===== src/core/fra_pkg.sv =====
// package for the fiber receive rate adaptation fifo
package fra_pkg;
  localparam int FRA_DW = 8;
  localparam int FRA_AW = 3;
  localparam int FRA_DEPTH = 8;
  localparam logic [FRA_AW:0] FRA_HIGH_MARK = 4'h2;
  localparam int FRA_DROP_BYTES = 4;
  localparam int FRA_RD_CYC = 9;
  localparam logic [2:0] FRA_DROP_CNT_INIT = 3'h0;
  localparam logic [FRA_DW-1:0] FRA_IDLE_BYTE = 8'h00;
  localparam int FRA_CLK_NS = 50;
  localparam int FRA_GAP_SHORT_NS = 144;
  localparam int FRA_GAP_SHORT_SYM = 18;
  localparam int FRA_GAP_LONG_NS = 160;
  localparam int FRA_GAP_LONG_SYM = 20;
  localparam int FRA_GAP_SHORT_CYC = (FRA_GAP_SHORT_NS + FRA_CLK_NS - 1) / FRA_CLK_NS;

  typedef struct packed {
    logic frame;
    logic [FRA_DW-1:0] data;
  } fra_byte_s;

  typedef struct packed {
    logic valid;
    logic frame;
    logic crc_err;
    logic [FRA_DW-1:0] data;
  } fra_out_s;
endpackage : fra_pkg


===== src/core/fra_rate_fifo.sv =====
// fiber receive rate adaptation fifo, link clock sampled by local clock
module fra_rate_fifo
  import fra_pkg::*;
(
  // clock and reset
  input wire logic i_clk,
  input wire logic i_rst_n,
  // mode
  input wire logic i_fiber,
  // link side
  input wire logic i_link_clk,
  input wire fra_pkg::fra_byte_s i_link,
  // local side
  output fra_pkg::fra_out_s o_rx,
  output logic o_overflow
);
  import fra_pkg::*;

  logic [2:0] clk_sync;
  fra_byte_s lnk_s1, lnk_s2, lnk_cap;
  logic lnk_rise;
  fra_byte_s mem [FRA_DEPTH];
  logic [FRA_AW:0] wptr, rptr, next_wptr, next_rptr;
  logic [2:0] drop_cnt, next_drop_cnt;
  logic [3:0] rd_cnt, next_rd_cnt;
  logic frame_bad, next_frame_bad;
  logic in_frame_d, next_in_frame_d;
  fra_out_s next_rx;
  logic next_overflow;
  logic [FRA_AW:0] level;
  logic full, empty, wr_en, rd_en, skip_idle, rd_slot;
  fra_byte_s head;

  function automatic logic is_idle(input fra_byte_s b);
    return !b.frame;
  endfunction : is_idle

  // link clock and data synchronisers
  always_ff @(posedge i_clk) begin
    if (!i_rst_n) begin
      clk_sync <= 3'h0;
      lnk_s1 <= '0;
      lnk_s2 <= '0;
    end else begin
      clk_sync <= {clk_sync[1:0], i_link_clk};
      lnk_s1 <= i_link;
      lnk_s2 <= lnk_s1;
    end
  end

  assign lnk_rise = clk_sync[1] && !clk_sync[2];
  assign lnk_cap = lnk_s2;
  assign level = wptr - rptr;
  assign full = (level == 4'(FRA_DEPTH));
  assign empty = (level == 4'h0);
  assign head = mem[rptr[FRA_AW-1:0]];
  // idle symbol dropped on write when surplus is present
  assign skip_idle = is_idle(lnk_cap) && (level >= FRA_HIGH_MARK);
  assign wr_en = lnk_rise && i_fiber && !full && !skip_idle
                 && (drop_cnt == FRA_DROP_CNT_INIT);
  assign rd_slot = (rd_cnt == 4'h0);
  assign rd_en = i_fiber && !empty && !lnk_rise && rd_slot;

  always_comb begin
    next_wptr = wptr;
    next_rptr = rptr;
    next_drop_cnt = drop_cnt;
    next_frame_bad = frame_bad;
    next_in_frame_d = in_frame_d;
    next_overflow = 1'b0;
    next_rx = '0;
    if (!i_fiber) begin
      // copper path bypasses the fifo
      next_rx.valid = lnk_rise;
      next_rx.frame = lnk_cap.frame;
      next_rx.data = lnk_cap.data;
      next_wptr = rptr;
      next_drop_cnt = FRA_DROP_CNT_INIT;
    end else begin
      if (wr_en) begin
        next_wptr = wptr + 4'h1;
      end
      // overflow loses four link bytes: the frame byte that finds the fifo full and the next three bytes of any kind
      if (lnk_rise && full && lnk_cap.frame
          && drop_cnt == FRA_DROP_CNT_INIT) begin
        next_drop_cnt = 3'(FRA_DROP_BYTES - 1);
        next_frame_bad = 1'b1;
        next_overflow = 1'b1;
      end else if (lnk_rise && drop_cnt != FRA_DROP_CNT_INIT) begin
        next_drop_cnt = drop_cnt - 3'h1;
      end
      if (rd_en) begin
        next_rptr = rptr + 4'h1;
        next_rx.valid = 1'b1;
        next_rx.frame = head.frame;
        next_rx.data = head.data;
        // frame end carries crc failure if bytes were lost
        if (!head.frame && in_frame_d) begin
          next_rx.crc_err = frame_bad;
          next_frame_bad = next_overflow;
        end
        next_in_frame_d = head.frame;
      end
    end
  end

  // local reader takes one symbol per local symbol time
  always_comb begin
    next_rd_cnt = rd_cnt;
    if (!i_fiber || rd_en || (rd_slot && empty)) begin
      next_rd_cnt = 4'(FRA_RD_CYC - 1);
    end else if (!rd_slot) begin
      next_rd_cnt = rd_cnt - 4'h1;
    end
  end

  always_ff @(posedge i_clk) begin
    if (!i_rst_n) begin
      rd_cnt <= 4'(FRA_RD_CYC - 1);
    end else begin
      rd_cnt <= next_rd_cnt;
    end
  end

  always_ff @(posedge i_clk) begin
    if (wr_en) begin
      mem[wptr[FRA_AW-1:0]] <= lnk_cap;
    end
  end

  always_ff @(posedge i_clk) begin
    if (!i_rst_n) begin
      wptr <= 4'h0;
      rptr <= 4'h0;
      drop_cnt <= FRA_DROP_CNT_INIT;
      frame_bad <= 1'b0;
      in_frame_d <= 1'b0;
      o_rx <= '0;
      o_overflow <= 1'b0;
    end else begin
      wptr <= next_wptr;
      rptr <= next_rptr;
      drop_cnt <= next_drop_cnt;
      frame_bad <= next_frame_bad;
      in_frame_d <= next_in_frame_d;
      o_rx <= next_rx;
      o_overflow <= next_overflow;
    end
  end

  property p_no_frame_drop;
    @(posedge i_clk) disable iff (!i_rst_n)
      (i_fiber && lnk_rise && lnk_cap.frame && !full
       && drop_cnt == FRA_DROP_CNT_INIT) |=> (wptr == $past(wptr) + 4'h1);
  endproperty
  a_no_frame_drop: assert property (p_no_frame_drop)
    else $error("frame byte not written");

  property p_gap_recover;
    @(posedge i_clk) disable iff (!i_rst_n)
      (i_fiber && lnk_rise && !lnk_cap.frame && level >= FRA_HIGH_MARK)
      |=> (wptr == $past(wptr));
  endproperty
  a_gap_recover: assert property (p_gap_recover)
    else $error("idle not discarded at gap start");

  property p_drop_four;
    @(posedge i_clk) disable iff (!i_rst_n)
      o_overflow |-> (drop_cnt == 3'(FRA_DROP_BYTES - 1)) && frame_bad;
  endproperty
  a_drop_four: assert property (p_drop_four)
    else $error("overflow did not start four byte loss");

  property p_copper;
    @(posedge i_clk) disable iff (!i_rst_n)
      (!i_fiber && lnk_rise) |=> o_rx.valid && o_rx.data == $past(lnk_cap.data);
  endproperty
  a_copper: assert property (p_copper)
    else $error("copper data not bypassed");

  property p_bound;
    @(posedge i_clk) disable iff (!i_rst_n)
      level <= 4'(FRA_DEPTH);
  endproperty
  a_bound: assert property (p_bound)
    else $error("fifo level out of range");

  property p_read_pace;
    @(posedge i_clk) disable iff (!i_rst_n)
      rd_en |=> !rd_en [*8];
  endproperty
  a_read_pace: assert property (p_read_pace)
    else $error("reads faster than the local symbol rate");

  property p_loss_hold;
    @(posedge i_clk) disable iff (!i_rst_n)
      (i_fiber && lnk_rise && drop_cnt != FRA_DROP_CNT_INIT)
      |=> (wptr == $past(wptr));
  endproperty
  a_loss_hold: assert property (p_loss_hold)
    else $error("byte written during overflow loss");

  property p_crc_mark;
    @(posedge i_clk) disable iff (!i_rst_n)
      (rd_en && frame_bad && !head.frame && in_frame_d) |=> o_rx.crc_err;
  endproperty
  a_crc_mark: assert property (p_crc_mark)
    else $error("damaged frame end not flagged");

  property p_idle_keep;
    @(posedge i_clk) disable iff (!i_rst_n)
      (i_fiber && lnk_rise && !lnk_cap.frame && level < FRA_HIGH_MARK
       && drop_cnt == FRA_DROP_CNT_INIT) |=> (wptr == $past(wptr) + 4'h1);
  endproperty
  a_idle_keep: assert property (p_idle_keep)
    else $error("idle below high mark was discarded");
endmodule : fra_rate_fifo


===== config.mk =====
export PLATFORM = sky130hd
export DESIGN_NAME = fra_rate_fifo
export DESIGN_NICKNAME = d
export VERILOG_FILES = /design/src/core/fra_pkg.sv /design/src/core/fra_rate_fifo.sv
export SDC_FILE = /design/constraint.sdc
export NUM_CORES = 1
export LEC_CHECK = 0
export BUFFER_PORTS_ARGS = -buffer_cell sky130_fd_sc_hd__buf_2
export CAP_MARGIN = 10
export CELL_PAD_IN_SITES_DETAIL_PLACEMENT = 0
export CELL_PAD_IN_SITES_GLOBAL_PLACEMENT = 1
export CORE_AREA = 2 2 113 115
export CTS_BUF_LIST = sky130_fd_sc_hd__clkbuf_8
export DETAILED_ROUTE_END_ITERATION = 10
export DIE_AREA = 0 0 115 117
export PLACE_DENSITY_LB_ADDON = 0.1
export SETUP_SLACK_MARGIN = 0.3
export SLEW_MARGIN = 10
export SYNTH_ARGS = -nofsm -noshare
export SYNTH_HDL_FRONTEND = slang
export SYNTH_SLANG_ARGS = --single-unit

===== constraint.sdc =====
create_clock -name i_clk -period 5.46 [get_ports i_clk]
set_input_delay 0.273 -clock i_clk [delete_from_list [all_inputs] [get_ports i_clk]]
set_output_delay 0.273 -clock i_clk [all_outputs]
set_load 0.01 [all_outputs]

# After elaboration in Yosys (flattened, before gate mapping)
# Memory sizes are Yosys's and may differ from the RTL's. A register that Yosys moved wholly into a read port is not among the register bits.
# Index checks and enable logic that the tools add are counted.
dict set report classes {
  reduce_logical 35
  n_mux 16
  bitwise_logic 2
  n_eq_ne 2
  magnitude_cmp 1
  add_sub_neg 5
}
# op count
set ops {}
lappend ops {{$logic_and 1x1->1} 15}
lappend ops {{$mux 11} 1}
lappend ops {{$add 4x1->4 const B} 2}
lappend ops {{$logic_not 1->1} 8}
lappend ops {{$logic_not 4->1} 2}
lappend ops {{$mux 4} 2}
lappend ops {{$mux 8} 1}
lappend ops {{$mux 1} 7}
lappend ops {{$mux 2} 3}
lappend ops {{$mux 3} 2}
lappend ops {{$eq 4x4->1 const B} 1}
lappend ops {{$ge 4x2->1 const B} 1}
lappend ops {{$reduce_and 2->1} 2}
lappend ops {{$reduce_and 4->1} 1}
lappend ops {{$sub 4x1->4 const B} 1}
lappend ops {{$sub 4x4->4} 1}
lappend ops {{$logic_not 3->1} 1}
lappend ops {{$reduce_bool 3->1} 1}
lappend ops {{$reduce_or 3->1} 1}
lappend ops {{$sub 3x1->3 const B} 1}
lappend ops {{$logic_or 1x1->1} 2}
lappend ops {{$ne 2x1->1 const B} 1}
lappend ops {{$not 1->1} 2}
lappend ops {{$reduce_bool 2->1} 1}
lappend ops {{$reduce_or 2->1} 1}
dict set report word_totals {
  out_inout_bits 12
  ramBits 72
  in_bits 13
  register_bits 50
  mem_count 1
  wordCells 79
}
# memory words word_bits read_ports rd_clocked_by_memory_dff wr line
set mem_list {}
lappend mem_list {mem 8 9 1 1 1 fra_rate_fifo.sv:22} ;# fra_byte_s mem [FRA_DEPTH];

# Depth between registers and ports, before layout
dict set report logic_depth {
  word_depth 9
  mapped_depth 9
  ltp_nobuf 8
}

# Least setup slack after synthesis
# No wires, ideal clock.
dict set report synth_timing {
  path_kind {register -> register}
  from {register wptr[0]}
  to {memory mem[2][0] (netlist name), enable pin}
  setup_time_ns 0.399
  period_less_slack_ns 3.327
  t_arrival_ns 2.928
  setup_slack_ns 2.133
  path_buffers 0
  t_required_ns 5.061
  stages_incl_launch_ff 9
  path_cell_list {dfxtp_1 inv_1 ha_1 fa_1 xor2_1 nand2_1 o32ai_1 nand2_2 nor4_1}
}
dict set report synth_between {
  elab_chain_cells 8
  elab_cells_between_ends 11
  classes_between {add/sub: 1; order compare: 1; eq/ne: 1; mux: 2; reduce/logical: 6}
}
# element line
set synth_lines {}
lappend synth_lines {{start: declaration} fra_rate_fifo.sv:23} ;# logic [FRA_AW:0] wptr, rptr, next_wptr, next_rptr;
lappend synth_lines {{start signal: assignment} fra_rate_fifo.sv:141} ;# wptr <= next_wptr;
lappend synth_lines {{$sub 4x4->4} fra_rate_fifo.sv:53} ;# assign level = wptr - rptr;
lappend synth_lines {{$ge 4x2->1 / $eq 4x4->1 (equally long branches)} {fra_rate_fifo.sv:58, fra_rate_fifo.sv:54}}
lappend synth_lines {{$logic_and 1x1->1 / $logic_not 1->1 (equally long branches)} {fra_rate_fifo.sv:58, fra_rate_fifo.sv:59}}
lappend synth_lines {{$logic_not 1->1 / $logic_and 1x1->1 (equally long branches)} fra_rate_fifo.sv:59} ;# assign wr_en = lnk_rise && i_fiber && !full && !skip_idle
lappend synth_lines {{$logic_and 1x1->1} fra_rate_fifo.sv:59}
lappend synth_lines {{$logic_and 1x1->1} fra_rate_fifo.sv:60} ;# && (drop_cnt == FRA_DROP_CNT_INIT);
lappend synth_lines {{$mux 1} fra_rate_fifo.sv:126} ;# if (wr_en) begin
lappend synth_lines {{$mux 1 (implied by the code)} fra_rate_fifo.sv:127} ;# mem[wptr[FRA_AW-1:0]] <= lnk_cap;
lappend synth_lines {{end: declaration} fra_rate_fifo.sv:22}
# Parallel ways exist; a longest one is shown, timed or not.

# Worst setup path in the final report
dict set report layout_timing {
  from {register wptr[0]}
  to {memory mem[2][8] (netlist name), enable pin}
}
# The elaborated chain is that of the path after synthesis.

==> metrics.md <==
| Metric | Value |
|---|---|
| Status | `complete, no violations` |
| Hold_buf cts | `0` |
| Largest family of logic cells by synthesized area | `multiplexers` |
| Sw frac | `21.0%` |
| DP Area | `between 5000 and 6000 um2` |
| Fin crit period | `roughly 3600 ps` |
| Gpl congestion | `roughly 0.76` |
| First-pass GRT wire length | `between 10000 and 15000 um` |
| Arrival @ worst endpoint | `around 3600 ps` |
| Hold Slack | `approximately 46 ps` |
| Final #Nets | `roughly 380` |
| Largest net degree at the start of global routing | `34` |
| Yosys reg bits | `125` |
| Detailed-placement wirelength estimate | `roughly 5800 um` |
| Switching pwr | `0.405 mW` |
| Leak | `1.94 nW` |
| Vias in the first global route | `2559` |
| Total grt overflow | `0` |
| Crit. End Element | `flip-flop` |
| Period utilization | `65.7%` |
| Cell area after layout | `around 5500 um2` |
| Min-delay worst type | `in2reg` |
| H-Tree Depth | `4` |
| CTS max path bufs | `2` |
| Simple-Gate Fraction of Synth Area | `10.4%` |
| Adder-cell share of the synthesized area | `under 10%` |
| Mapped Cells | `around 320` |
| Final max-slew violation count | `0` |
| VDD IR max | `157 uV` |
| Ant. Diodes | `0` |
| Initial antenna violation count | `0` |
| Root buf cell | `clkbuf_8` |
| CP max FO | `9` |
| Die H | `approximately 120 um` |
| Clock skew | `around 16 ps` |
| Avg Synthesized Cell Area | `14.7 um2` |
| Tot Pwr | `1.93 mW` |
| Yosys cell types | `47` |
| Slowest cell on the critical path | `nor4_2` |
| Flop pwr share | `between 50% and 60%` |
| Post-synthesis mux area share | `11.3%` |
| Post-synth EDFFs | `72` |
| Post-CTS setup buffer count | `0` |
| Clock Power Share | `between 40% and 50%` |
| Worst-path clk slew | `70 ps` |
| Area grow syn2layout | `15.0%` |
| Final Hold Viols | `0` |
| Max_cap viols | `0` |
| Row count | `41` |
| Comb power frac | `roughly 4.2%` |
| Fin util | `between 40% and 50%` |
| Max Fclk | `about 280 MHz` |
| Post-route ant nets | `0` |
| Clk_lat worst skew | `440 ps` |
| Most common cell after layout, fill and taps aside | `edfxtp_1` |
| Crit path launch type | `flip-flop` |
| Required time worst endpoint | `around 5500 ps` |
| # IOs | `25` |
| Core Area | `12300 um2` |
| Register area share after synthesis | `67.7%` |
| Syn nets | `346` |
| Buf/Inv on CP | `1` |
| Async S/R FF share, synth | `0%` |
| DRT Wirelength | `between 9000 and 10000 um` |
| Vias per cell | `4.99` |
| CTS Buf Count | `17` |
| Top delay family on crit path | `simple AND/OR/NAND/NOR gates` |
| GR Util All Layers | `roughly 15%` |
| Initial drt markers | `239` |
| Syn. warnings | `0` |
| Setup TNS | `0 ps` |
| Slew headroom | `25.9%` |
| Post-CTS sizing | `0` |
| Commonest non-fill, non-tap cells in the layout | `72 x edfxtp_1, 53 x dfxtp_1, 26 x nand2_1, 24 x buf_2, 23 x and2_1` |
| Power per cell area | `about 350 nW/um2` |
| Compound-Gate Fraction of Synth Area | `4.60%` |
| Setup CP Type | `reg2reg` |
| Wire length per cell | `~17 um` |
| Cell Int Power | `1.52 mW` |
| Die width | `approximately 120 um` |
| Synth Area in XOR/XNOR | `1.29%` |
| Unrepaired setup endpoints after global routing | `false` |
| Final setup fails | `0` |
| Drt first pass iters | `5` |
| Tightest Pin Transition | `1100 ps` |
| CTS tree | `done` |
| Buffers on Ports | `24` |
| Total number of vias | `2598` |
| Crit-path cells | `inv_1 -> ha_1 -> fa_1 -> xor2_1 -> nand2_1 -> o32ai_1 -> nand2_2 -> nor4_2` |
| Starting Density | `38.6%` |
| Die area | `13500 um2` |
| Commonest register cell after synthesis | `edfxtp_1` |
| CTS sink cnt | `125` |
| Synthesized area | `4760 um2` |
| CP max stage delay | `~890 ps` |
| Fillers | `1137` |
| Share of layout cells above drive strength 1 | `a little under a quarter` |
| Residual DRC | `0` |
## registers in the layout, indices dropped and copies added, names as in the netlist, named ones only
| signal | cells |
|---|---|
| in_frame_d | 1 |
| lnk_s1 | 9 |
| frame_bad | 1 |
| o_overflow | 1 |
| clk_sync | 3 |
| rd_cnt | 4 |
| wptr | 4 |
| o_rx | 11 |
| lnk_cap | 9 |
| rptr | 4 |
| mem | 72 |
| drop_cnt | 3 |
## logic make-up after synthesis
logic type / count (synthesis)
AND/OR/NAND/NOR: 93
XOR/XNOR: 7
flip-flops: 125
adder cells (fa/ha/maj): 10
multiplexers: 31
buffers and inverters: 23
AO/OA/AOI/OAI: 34
## per-stage QoR
| step | worst slack, ps | std cells |
|---|---|---|
| after CTS | 1720 | 521 |
| final | 1870 | 521 |
| after global placement | 1700 | 489 |
| after global routing | 1570 | 521 |
| after floorplan | 2130 | 323 |
| after detailed placement | 1760 | 489 |
## layout make-up
type                            count  area, um2  share of cell area [%]
Tap cell                          150        188                    3.43
Multi-Input combinational cell    175       1470                    26.8
Timing Repair Buffer               27        143                    2.61
Sequential cell                   125       3220                    58.9
Clock buffer                       20        275                    5.03
Clock inverter                     12        134                    2.45
Inverter                           12       45.0                   0.823
## power by group through the flow
stage          Sequential, mW  Clock (mW)  Combinational, mW
2_1_floorplan            1.04           0             0.0591
3_3_place_gp             1.04           0             0.0809
3_5_place_dp             1.04           0             0.0809
4_1_cts                  1.02       0.846             0.0813
5_1_grt                  1.03       0.883             0.0915
6_report                 1.02       0.824             0.0806
## Yosys cell counts (all sizes together), types with 2 or more instances
| master | instances | area [um2] |
|---|---|---|
| a211oi | 2 | 20.0 |
| a21oi | 6 | 30.0 |
| a31oi | 2 | 12.5 |
| and2 | 23 | 144 |
| and3 | 4 | 31.3 |
| buf | 4 | 18.8 |
| clkbuf | 7 | 26.3 |
| dfxtp | 53 | 1060 |
| edfxtp | 72 | 2160 |
| ha | 9 | 113 |
| inv | 12 | 45.0 |
| mux2 | 2 | 22.5 |
| mux2i | 11 | 110 |
| mux4 | 18 | 405 |
| nand2 | 27 | 104 |
| nand2b | 3 | 18.8 |
| nand3 | 3 | 15.0 |
| nor2 | 12 | 45.0 |
| nor2b | 4 | 25.0 |
| nor3 | 8 | 40.0 |
| nor4 | 2 | 18.8 |
| o21ai | 13 | 65.1 |
| o22ai | 2 | 12.5 |
| or3 | 2 | 12.5 |
| xnor2 | 5 | 43.8 |
| xor2 | 2 | 17.5 |
## routing by layer
layer / track usage (%) / up-vias / wire length [um]
met1: 21.0 / 1277 / 4560
li1: - / 1258 / -
met2: 21.1 / 51 / 4020
met4: 7.47 / 0 / 162
met3: 4.22 / 12 / 328
met5: 0 / - / 0
## path summary, 6_finish.rpt
| kind | start | to | slack [ps] | cells after the start |
|---|---|---|---|---|
| max | wptr[0] | mem[2][8] | 1870 | 8 |
| min | i_link[2] | lnk_s1[2] | 50 | 2 |
| max reg2reg | wptr[0] | mem[2][8] | 1870 | 8 |
| min reg2reg | lnk_s1[7] | lnk_cap[7] | 430 | 1 |
Power figures use the tool's default switching activity.
